[config.mk]
export PLATFORM = sky130hd
export DESIGN_NAME = ltc_regs
export DESIGN_NICKNAME = d
export VERILOG_FILES = /design/src/core/ltc_pkg.sv /design/src/core/ltc_byte_if.sv /design/src/core/ltc_regs.sv /design/src/core/ltc_cchan_rx.sv
export VERILOG_INCLUDE_DIRS = /design/src /design/src/core
export SDC_FILE = /design/constraint.sdc
export NUM_CORES = 1
export LEC_CHECK = 0
export ABC_AREA = 1
export ABC_CLOCK_PERIOD_IN_PS = 2850
export BUFFER_PORTS_ARGS = -buffer_cell sky130_fd_sc_hd__buf_2
export CORE_ASPECT_RATIO = 1.25
export CORE_MARGIN = 4
export CORE_UTILIZATION = 30
export CTS_CLUSTER_DIAMETER = 50
export DETAILED_ROUTE_END_ITERATION = 8
export SLEW_MARGIN = 20
export SYNTH_ARGS = -nofsm -noshare
export SYNTH_HDL_FRONTEND = slang
export SYNTH_SLANG_ARGS = --single-unit
[constraint.sdc]
create_clock -name clk_i -period 2.85 [get_ports clk_i]
set_input_delay 0.285 -clock clk_i [delete_from_list [all_inputs] [get_ports clk_i]]
set_output_delay 0.285 -clock clk_i [all_outputs]
set_load 0.01 [all_outputs]
[src/core/ltc_consts.svh]
// Purpose: constants for the line transceiver control register pair
// Assumes: control-channel bytes carry bit 0 first as the lsb of an 8-bit word
// Notes: field positions, default-mode images and timing figures
`ifndef LTC_CONSTS_SVH
`define LTC_CONSTS_SVH

// ==========================================================
// register select field (bits 1:0 of a control-channel byte)
`define LTC_SEL_CONTROL 2'b00
`define LTC_SEL_DIAG 2'b10

// ==========================================================
// control register field positions
`define LTC_CTL_DRR 2
`define LTC_CTL_RATE 3
`define LTC_CTL_D_IN_B_SLOT 4
`define LTC_CTL_SCR 5
`define LTC_CTL_SPEED 6
`define LTC_CTL_HK 7

// ==========================================================
// diagnostic register field positions
`define LTC_DIAG_LB_LO 2
`define LTC_DIAG_LB_HI 3
`define LTC_DIAG_MODESEL 3
`define LTC_DIAG_SWAP 5
`define LTC_DIAG_LOD 6

// ==========================================================
// default-mode images and reset values, as bit 7..0 values of bit-0-first strings
// default two sets only the rate bit; the diag image keeps just its select bit
`define LTC_DEF1_CTL 8'h00
`define LTC_DEF2_CTL 8'h08
`define LTC_DEF_DIAG 8'h02
`define LTC_CTL_RESET 8'h00
`define LTC_DIAG_RESET 8'h02

// ==========================================================
// timing: convergence speed-up hold recommended to the controller
`define LTC_SPEEDUP_FRAMES_160 240
`define LTC_SPEEDUP_FRAMES_80 480
`define LTC_FRAME_NS 125000

`endif

[src/core/ltc_pkg.sv]
// Purpose: types for the line transceiver control register pair
// Assumes: nothing beyond the constants header
// Notes: loopback path encoding and register write record
package ltc_pkg;

  // ==========================================================
  // loopback selection, coded {bit2,bit3} order of the diagnostic register
  typedef enum logic [1:0]
  {
    ltc_lb_none,
    ltc_lb_sys_in_to_out,
    ltc_lb_line,
    ltc_lb_sys_out_to_in
  } ltc_loop_t;

  // ==========================================================
  // kinds of write decoded from each incoming byte
  typedef enum logic [1:0]
  {
    ltc_wr_none,
    ltc_wr_control,
    ltc_wr_diag,
    ltc_wr_default
  } ltc_wr_t;

endpackage

[src/core/ltc_byte_if.sv]
// Purpose: carries one decoded control-channel byte between modules
// Assumes: single clock, strobe is one cycle
// Notes: the shifter drives, the register bank consumes
interface ltc_byte_if;
  logic valid;
  logic [7:0] data;
  logic frame;

  modport src
  (
    output valid,
    output data,
    output frame
  );
  modport dst
  (
    input valid,
    input data,
    input frame
  );
endinterface

[src/core/ltc_regs.sv]
// Purpose: write-only control and diagnostic registers of the line transceiver
// Assumes: bytes arrive from the serial control channel once per frame
// Notes: outputs are the decoded fields steering the transceiver datapath
`include "ltc_consts.svh"
module ltc_regs
  import ltc_pkg::*;
#(
  parameter int FRAME_NS = `LTC_FRAME_NS
)
(
  // clock and reset
  input wire logic clk_i,
  input wire logic rst_i,
  // serial control channel pins
  input wire logic frame_pulse_i,
  input wire logic bit_clk_i,
  input wire logic control_data_input_pin_i,
  // dual-port operation strap, level
  input wire logic dual_port_i,
  // decoded control fields
  output logic rate_select_o,
  output logic d_in_b_slot_o,
  output logic [1:0] d_bits_used_o,
  output logic scrambler_enable_o,
  output logic converge_speedup_o,
  output logic tx_housekeeping_o,
  // decoded diagnostic fields
  output ltc_loop_t loopback_o,
  output logic polynomial_swap_o,
  output logic line_out_disable_o,
  output logic default_mode_o,
  // raw register images
  output logic [7:0] line_control_o,
  output logic [7:0] line_diagnostics_o
);

  ltc_byte_if bus ();
  logic cd_level;
  logic dual_sync1;
  logic dual_sync2;
  logic [7:0] line_control;
  logic [7:0] line_diagnostics;
  logic drr_pending;
  ltc_wr_t wr_kind;
  logic [7:0] next_control;
  logic [7:0] next_diag;

  // ==========================================================
  // serial channel front end
  ltc_cchan_rx u_rx
  (
    .clk_i(clk_i),
    .rst_i(rst_i),
    .frame_pulse_i(frame_pulse_i),
    .bit_clk_i(bit_clk_i),
    .control_data_input_pin_i(control_data_input_pin_i),
    .cd_level_o(cd_level),
    .byte_o(bus)
  );

  // strap comes from a pin, so it is synchronised too
  always_ff @(posedge clk_i or posedge rst_i)
  begin
    if (rst_i)
    begin
      dual_sync1 <= 1'b0;
      dual_sync2 <= 1'b0;
    end
    else
    begin
      dual_sync1 <= dual_port_i;
      dual_sync2 <= dual_sync1;
    end
  end

  // ==========================================================
  // classify the incoming byte
  always_comb
  begin
    wr_kind = ltc_wr_none;
    if (bus.valid && bus.data[1:0] == `LTC_SEL_CONTROL)
    begin
      if (&bus.data[7:4])
        wr_kind = ltc_wr_default;
      else
        wr_kind = ltc_wr_control;
    end
    else if (bus.valid && bus.data[1:0] == `LTC_SEL_DIAG)
    begin
      if (&bus.data[7:4])
        wr_kind = ltc_wr_default;
      else
        wr_kind = ltc_wr_diag;
    end
  end

  // next register images; default mode overrides normal field meaning
  always_comb
  begin
    next_control = line_control;
    next_diag = line_diagnostics;
    if (dual_sync2)
    begin
      // pin level continuously selects a default mode, no write needed
      next_control = cd_level ? `LTC_DEF2_CTL : `LTC_DEF1_CTL;
      next_diag = `LTC_DEF_DIAG;
    end
    else
    begin
      case (wr_kind)
        ltc_wr_default:
        begin
          next_control = bus.data[3] ? `LTC_DEF2_CTL : `LTC_DEF1_CTL;
          next_diag = `LTC_DEF_DIAG;
        end
        ltc_wr_control:
          next_control = bus.data;
        ltc_wr_diag:
          next_diag = bus.data;
        default:
        begin
          next_control = line_control;
          next_diag = line_diagnostics;
        end
      endcase
      // a pending reset wins at the frame pulse unless a diagnostic write lands in the same cycle
      if (bus.frame && drr_pending && wr_kind != ltc_wr_diag)
        next_diag = `LTC_DIAG_RESET;
    end
  end

  // ==========================================================
  // register state
  always_ff @(posedge clk_i or posedge rst_i)
  begin
    if (rst_i)
    begin
      line_control <= `LTC_CTL_RESET;
      line_diagnostics <= `LTC_DIAG_RESET;
    end
    else
    begin
      line_control <= next_control;
      line_diagnostics <= next_diag;
    end
  end

  // diagnostic reset request armed by a control write with bit 2 low
  always_ff @(posedge clk_i or posedge rst_i)
  begin
    if (rst_i)
      drr_pending <= 1'b0;
    else if (!dual_sync2 && wr_kind == ltc_wr_control)
      drr_pending <= !bus.data[`LTC_CTL_DRR];
    else if (bus.frame)
      drr_pending <= 1'b0;
  end

  // ==========================================================
  // decoded outputs, registered so each comes straight from a flip-flop
  always_ff @(posedge clk_i or posedge rst_i)
  begin
    if (rst_i)
    begin
      rate_select_o <= 1'b0;
      d_in_b_slot_o <= 1'b0;
      d_bits_used_o <= 2'h1;
      scrambler_enable_o <= 1'b0;
      converge_speedup_o <= 1'b0;
      tx_housekeeping_o <= 1'b0;
      loopback_o <= ltc_lb_none;
      polynomial_swap_o <= 1'b0;
      line_out_disable_o <= 1'b0; // reset diag image leaves the line output on
      default_mode_o <= 1'b0;
      line_control_o <= `LTC_CTL_RESET;
      line_diagnostics_o <= `LTC_DIAG_RESET;
    end
    else
    begin
      rate_select_o <= next_control[`LTC_CTL_RATE];
      d_in_b_slot_o <= next_control[`LTC_CTL_D_IN_B_SLOT];
      // D bits per frame outside the B slot: D0 alone, or D0 and D1
      if (next_control[`LTC_CTL_D_IN_B_SLOT])
        d_bits_used_o <= 2'h0;
      else
        d_bits_used_o <= next_control[`LTC_CTL_RATE] ? 2'h2 : 2'h1;
      scrambler_enable_o <= next_control[`LTC_CTL_SCR];
      // speed-up hold length is the controller's job; the block only follows
      converge_speedup_o <= next_control[`LTC_CTL_SPEED];
      tx_housekeeping_o <= next_control[`LTC_CTL_HK];
      loopback_o <= ltc_loop_t'({next_diag[`LTC_DIAG_LB_LO], next_diag[`LTC_DIAG_LB_HI]});
      polynomial_swap_o <= next_diag[`LTC_DIAG_SWAP];
      line_out_disable_o <= next_diag[`LTC_DIAG_LOD];
      default_mode_o <= dual_sync2 || (wr_kind == ltc_wr_default) ||
        (default_mode_o && wr_kind == ltc_wr_none);
      line_control_o <= next_control;
      line_diagnostics_o <= next_diag;
    end
  end

endmodule // ltc_regs

[src/core/ltc_cchan_rx.sv]
// Purpose: samples frame pulse, bit clock and control data, assembles a byte
// Assumes: frame pulse marks channel start; data valid on rising bit clock
// Notes: all pins pass two flip-flops before any logic reads them
module ltc_cchan_rx
  import ltc_pkg::*;
(
  // clock and reset
  input wire logic clk_i,
  input wire logic rst_i,
  // serial control channel pins
  input wire logic frame_pulse_i,
  input wire logic bit_clk_i,
  input wire logic control_data_input_pin_i,
  // synchronised pin level for dual-port default selection
  output logic cd_level_o,
  // assembled byte
  ltc_byte_if.src byte_o
);

  logic [2:0] sync1;
  logic [2:0] sync2;
  logic bclk_d;
  logic fp_d;
  logic [2:0] bit_cnt;
  logic [7:0] shreg;
  logic armed;

  // ==========================================================
  // two-stage synchronisers; stage one is read only by stage two
  always_ff @(posedge clk_i or posedge rst_i)
  begin
    if (rst_i)
    begin
      sync1 <= 3'h0;
      sync2 <= 3'h0;
    end
    else
    begin
      sync1 <= {control_data_input_pin_i, bit_clk_i, frame_pulse_i};
      sync2 <= sync1;
    end
  end

  // edge history from the second stage only
  always_ff @(posedge clk_i or posedge rst_i)
  begin
    if (rst_i)
    begin
      bclk_d <= 1'b0;
      fp_d <= 1'b0;
    end
    else
    begin
      bclk_d <= sync2[1];
      fp_d <= sync2[0];
    end
  end

  assign cd_level_o = sync2[2];

  // ==========================================================
  // shift in eight bits after each frame pulse, bit 0 arrives first
  always_ff @(posedge clk_i or posedge rst_i)
  begin
    if (rst_i)
    begin
      bit_cnt <= 3'h0;
      shreg <= 8'h00;
      armed <= 1'b0;
      byte_o.valid <= 1'b0;
      byte_o.data <= 8'h00;
    end
    else
    begin
      byte_o.valid <= 1'b0;
      if (sync2[0] && !fp_d)
      begin
        bit_cnt <= 3'h0;
        armed <= 1'b1;
      end
      else if (armed && sync2[1] && !bclk_d)
      begin
        shreg <= {sync2[2], shreg[7:1]};
        bit_cnt <= bit_cnt + 3'h1;
        if (bit_cnt == 3'h7)
        begin
          armed <= 1'b0; // one byte per frame; later bits are other channels
          byte_o.valid <= 1'b1;
          byte_o.data <= {sync2[2], shreg[7:1]};
        end
      end
    end
  end

  // frame strobe, one cycle at each rising frame pulse
  always_ff @(posedge clk_i or posedge rst_i)
  begin
    if (rst_i)
      byte_o.frame <= 1'b0;
    else
      byte_o.frame <= sync2[0] && !fp_d;
  end

endmodule // ltc_cchan_rx

==> flow_summary.yaml <==
synth:
  yosys_most_used_dff: "dfrtp_1"
  async_reset_ff_share_pct: 100.0
  synth_nets: 206
  synth_cells: 198
  synth_top_family_by_area: "simple AND/OR/NAND/NOR gates"
  ys_ff_latch: 51
  yosysTopAreaCell: "dfrtp_1"
  yosysTopAreaCellShare_pct: 59.00
  synth_most_common_cell: "dfrtp_1"
  synthMuxAreaShare_pct: 0
  synth_xor_area_share_pct: 0
  synth_compound_area_share_pct: 7.827
  synth_area_leaders: "dfrtp_1 59%, nand2_1 6.7%, nand3_1 6.3%, inv_1 3.8%, buf_4 3.3%"
  seq_area_frac_synth_pct: 61.53
  netlist_area_um2: 2078
  synth-edff-count: 0
  synth_common_cells: "49 x dfrtp_1, 37 x nand2_1, 26 x nand3_1, 21 x inv_1"
  ys.warnings.count: 0
  synth_area_per_cell_um2: 10.50
  synth_cell_types: 27
  synthSimpleGateAreaFrac_pct: 19.87
  synth_fa_ha_area_share_pct: 1.204
final_layout:
  drive_gt1_share_pct: 28.19
  antenna_cells: 0
  final_nets: 234
  nFillCells: 681
  area_growth_pct: 12.16
  fin_util_pct: 35.06
clock_network:
  cts_tree: "built"
  htreeDepth: 2
  clock_sinks: 51
  post_cts_buffers: 0
  ctsResizeCount: 0
  clockRootBuffer: "clkbuf_8"
  clk_pin_slew_ps: 90
  ctsHoldBuffers: 0
  max-clock-path-buffers: 2
  cts_buffers: 5
  clock_latency_ps: 300
route:
  num_vias: 1350
  first_pass_iters: 4
  drt_iter0_drc: 57
  postRouteAntennaNets: 0
  drc: 0
  routed_wl_um: 3702
  wl_per_cell_um: 11.79
  avgViaCountPerCell: 4.299
floorplanning:
  core_um2: 6648
  die_y_um: 101.1
  ioPinCount: 34
  die_width_um: 82.45
  rows: 33
  design.die.area_um2: 8331
  initial_core_util_pct: 31.26
setup_path:
  crit_start: "u_rx.bclk_d$_DFF_PP0_"
  worstSetupStartpointType: "flip-flop"
  worstSetupPathType: "flip-flop to flip-flop"
  crit_arrival_ps: 1620
  crit_fanout: 18
  endpoint_kind: "flip-flop"
  worstPathRequired_ps: 3080
  rr_startpoint: "u_rx.bclk_d$_DFF_PP0_"
global_routing:
  grt_overflow: 0
  grt_use_total_pct: 9.686
  antenna_found_initial: 0
  grt_max_degree: 52
  grt_first_pass_wirelength_um: 6127
  grt_pass1_vias: 1280
timing:
  final-hold-violation-count: 0
  rsz0062_at_grt: "no"
  fmax_ghz: 0.7212
  finClkSkew_ps: 6.404
  drv_slew: 0
  period_share_pct: 48.65
  setup_viol: 0
  worst_pin_slew_ps: 850.2
  fin_setup_tns_ps: 0
  layout_min_cycle_time_ps: 1387
  slew_headroom_pct: 43.26
placement:
  port_buffers: 33
  gp_congestion: 0.8023
  dp_hpwl_um: 2721
pwr:
  power_density_nw_per_um2: 549.9
  leakagePower_uw: 0.001211
  vdd_ir_drop_max_mv: 0.2077
hold_path:
  min_from: "bit_clk_i"
  hp-class: "input port to flip-flop"
job:
  drv_cap: 0
status:
  status: "finished clean"
-- critical path, cell delays in order, from the launching register on --
cell and delay [ps]:
dfrtp_1 400, nor3_4 350, inv_4 100, nor2_8 270, nor2_1 100, a21oi_2 100
-- kinds of logic after synthesis --
family	count (synthesis)
compound gates	24
simple gates	84
fa+ha+maj	2
buf+inv	37
flops	51
-- cell usage in the layout (no fill, tap or decap), drive strengths merged --
master  count
a21oi       6
nor3        1
nand3      27
nand3b      2
nor2       13
ha          2
inv        24
dfstp       2
o21ai      16
clkbuf      8
dfrtp      49
and3        1
buf        33
o31ai       2
clkinv      1
nand2      40
-- registers in the layout, summed over array words and instances (netlist names), 2 cells and up --
signal              cells
u_rx.sync1              3
u_rx.bit_cnt            3
line_diagnostics_o      7
d_bits_used_o           2
u_rx.shreg              7
u_rx.sync2              3
line_control_o          8
u_rx.byte_o.data        8
-- power by group --
group	internal [uW]	switching [uW]	leakage (uW)
Sequential	769	27.7	0.000654
Combinational	29.5	60.0	0.000518
Clock	175	221	0.0000395
Total	973	308	0.00121
-- area by class of cell --
| cell class | count | area, um2 | share of cell area, % |
|---|---|---|---|
| Clock buffer | 8 | 80.08 | 3.435 |
| Inverter | 25 | 97.59 | 4.187 |
| Multi-Input combinational cell | 110 | 600.6 | 25.76 |
| Sequential cell | 51 | 1279 | 54.86 |
| Tap cell | 87 | 108.9 | 4.670 |
| Timing Repair Buffer | 33 | 165.2 | 7.085 |
-- layer usage --
metal | vias to the layer above | global-route usage (%) | wire (um)
li1 | 676 | - | -
met1 | 634 | 12.17 | 1596
met2 | 32 | 15.68 | 1832
met3 | 8 | 2.773 | 206
met4 | 0 | 3.453 | 66
met5 | - | 0 | 0
-- stage by stage --
stage	hold WS [ps]	worst slack [ps]	total power [uW]	cell area, um2	cells
2_1_floorplan	316.4	1339	875.8	2078	198
3_3_place_gp	332.3	1485	898.6	2250	306
3_5_place_dp	334.7	1471	904.9	2250	306
4_1_cts	76.46	1449	1302	2330	314
5_1_grt	68.73	1318	1357	2331	314
6_report	87.06	1463	1282	2331	314
-- path summary, 6_finish.rpt --
check	end	slack (ps)	depth (start not counted)
setup / recovery	u_rx.byte_o.data[3]$_DFFE_PP0P_	1460	5
hold / removal	u_rx.sync1[1]$_DFF_PP0_	90	1
setup reg to reg	u_rx.byte_o.data[3]$_DFFE_PP0P_	1460	5
hold reg to reg	dual_sync2$_DFF_PP0_	350	0
max in group asynchronous	line_diagnostics_o[0]$_DFFE_PP0P_	2220	2
min in group asynchronous	u_rx.sync1[0]$_DFF_PP0_	120	2
Note: power is estimated with default switching activity, not from simulation.
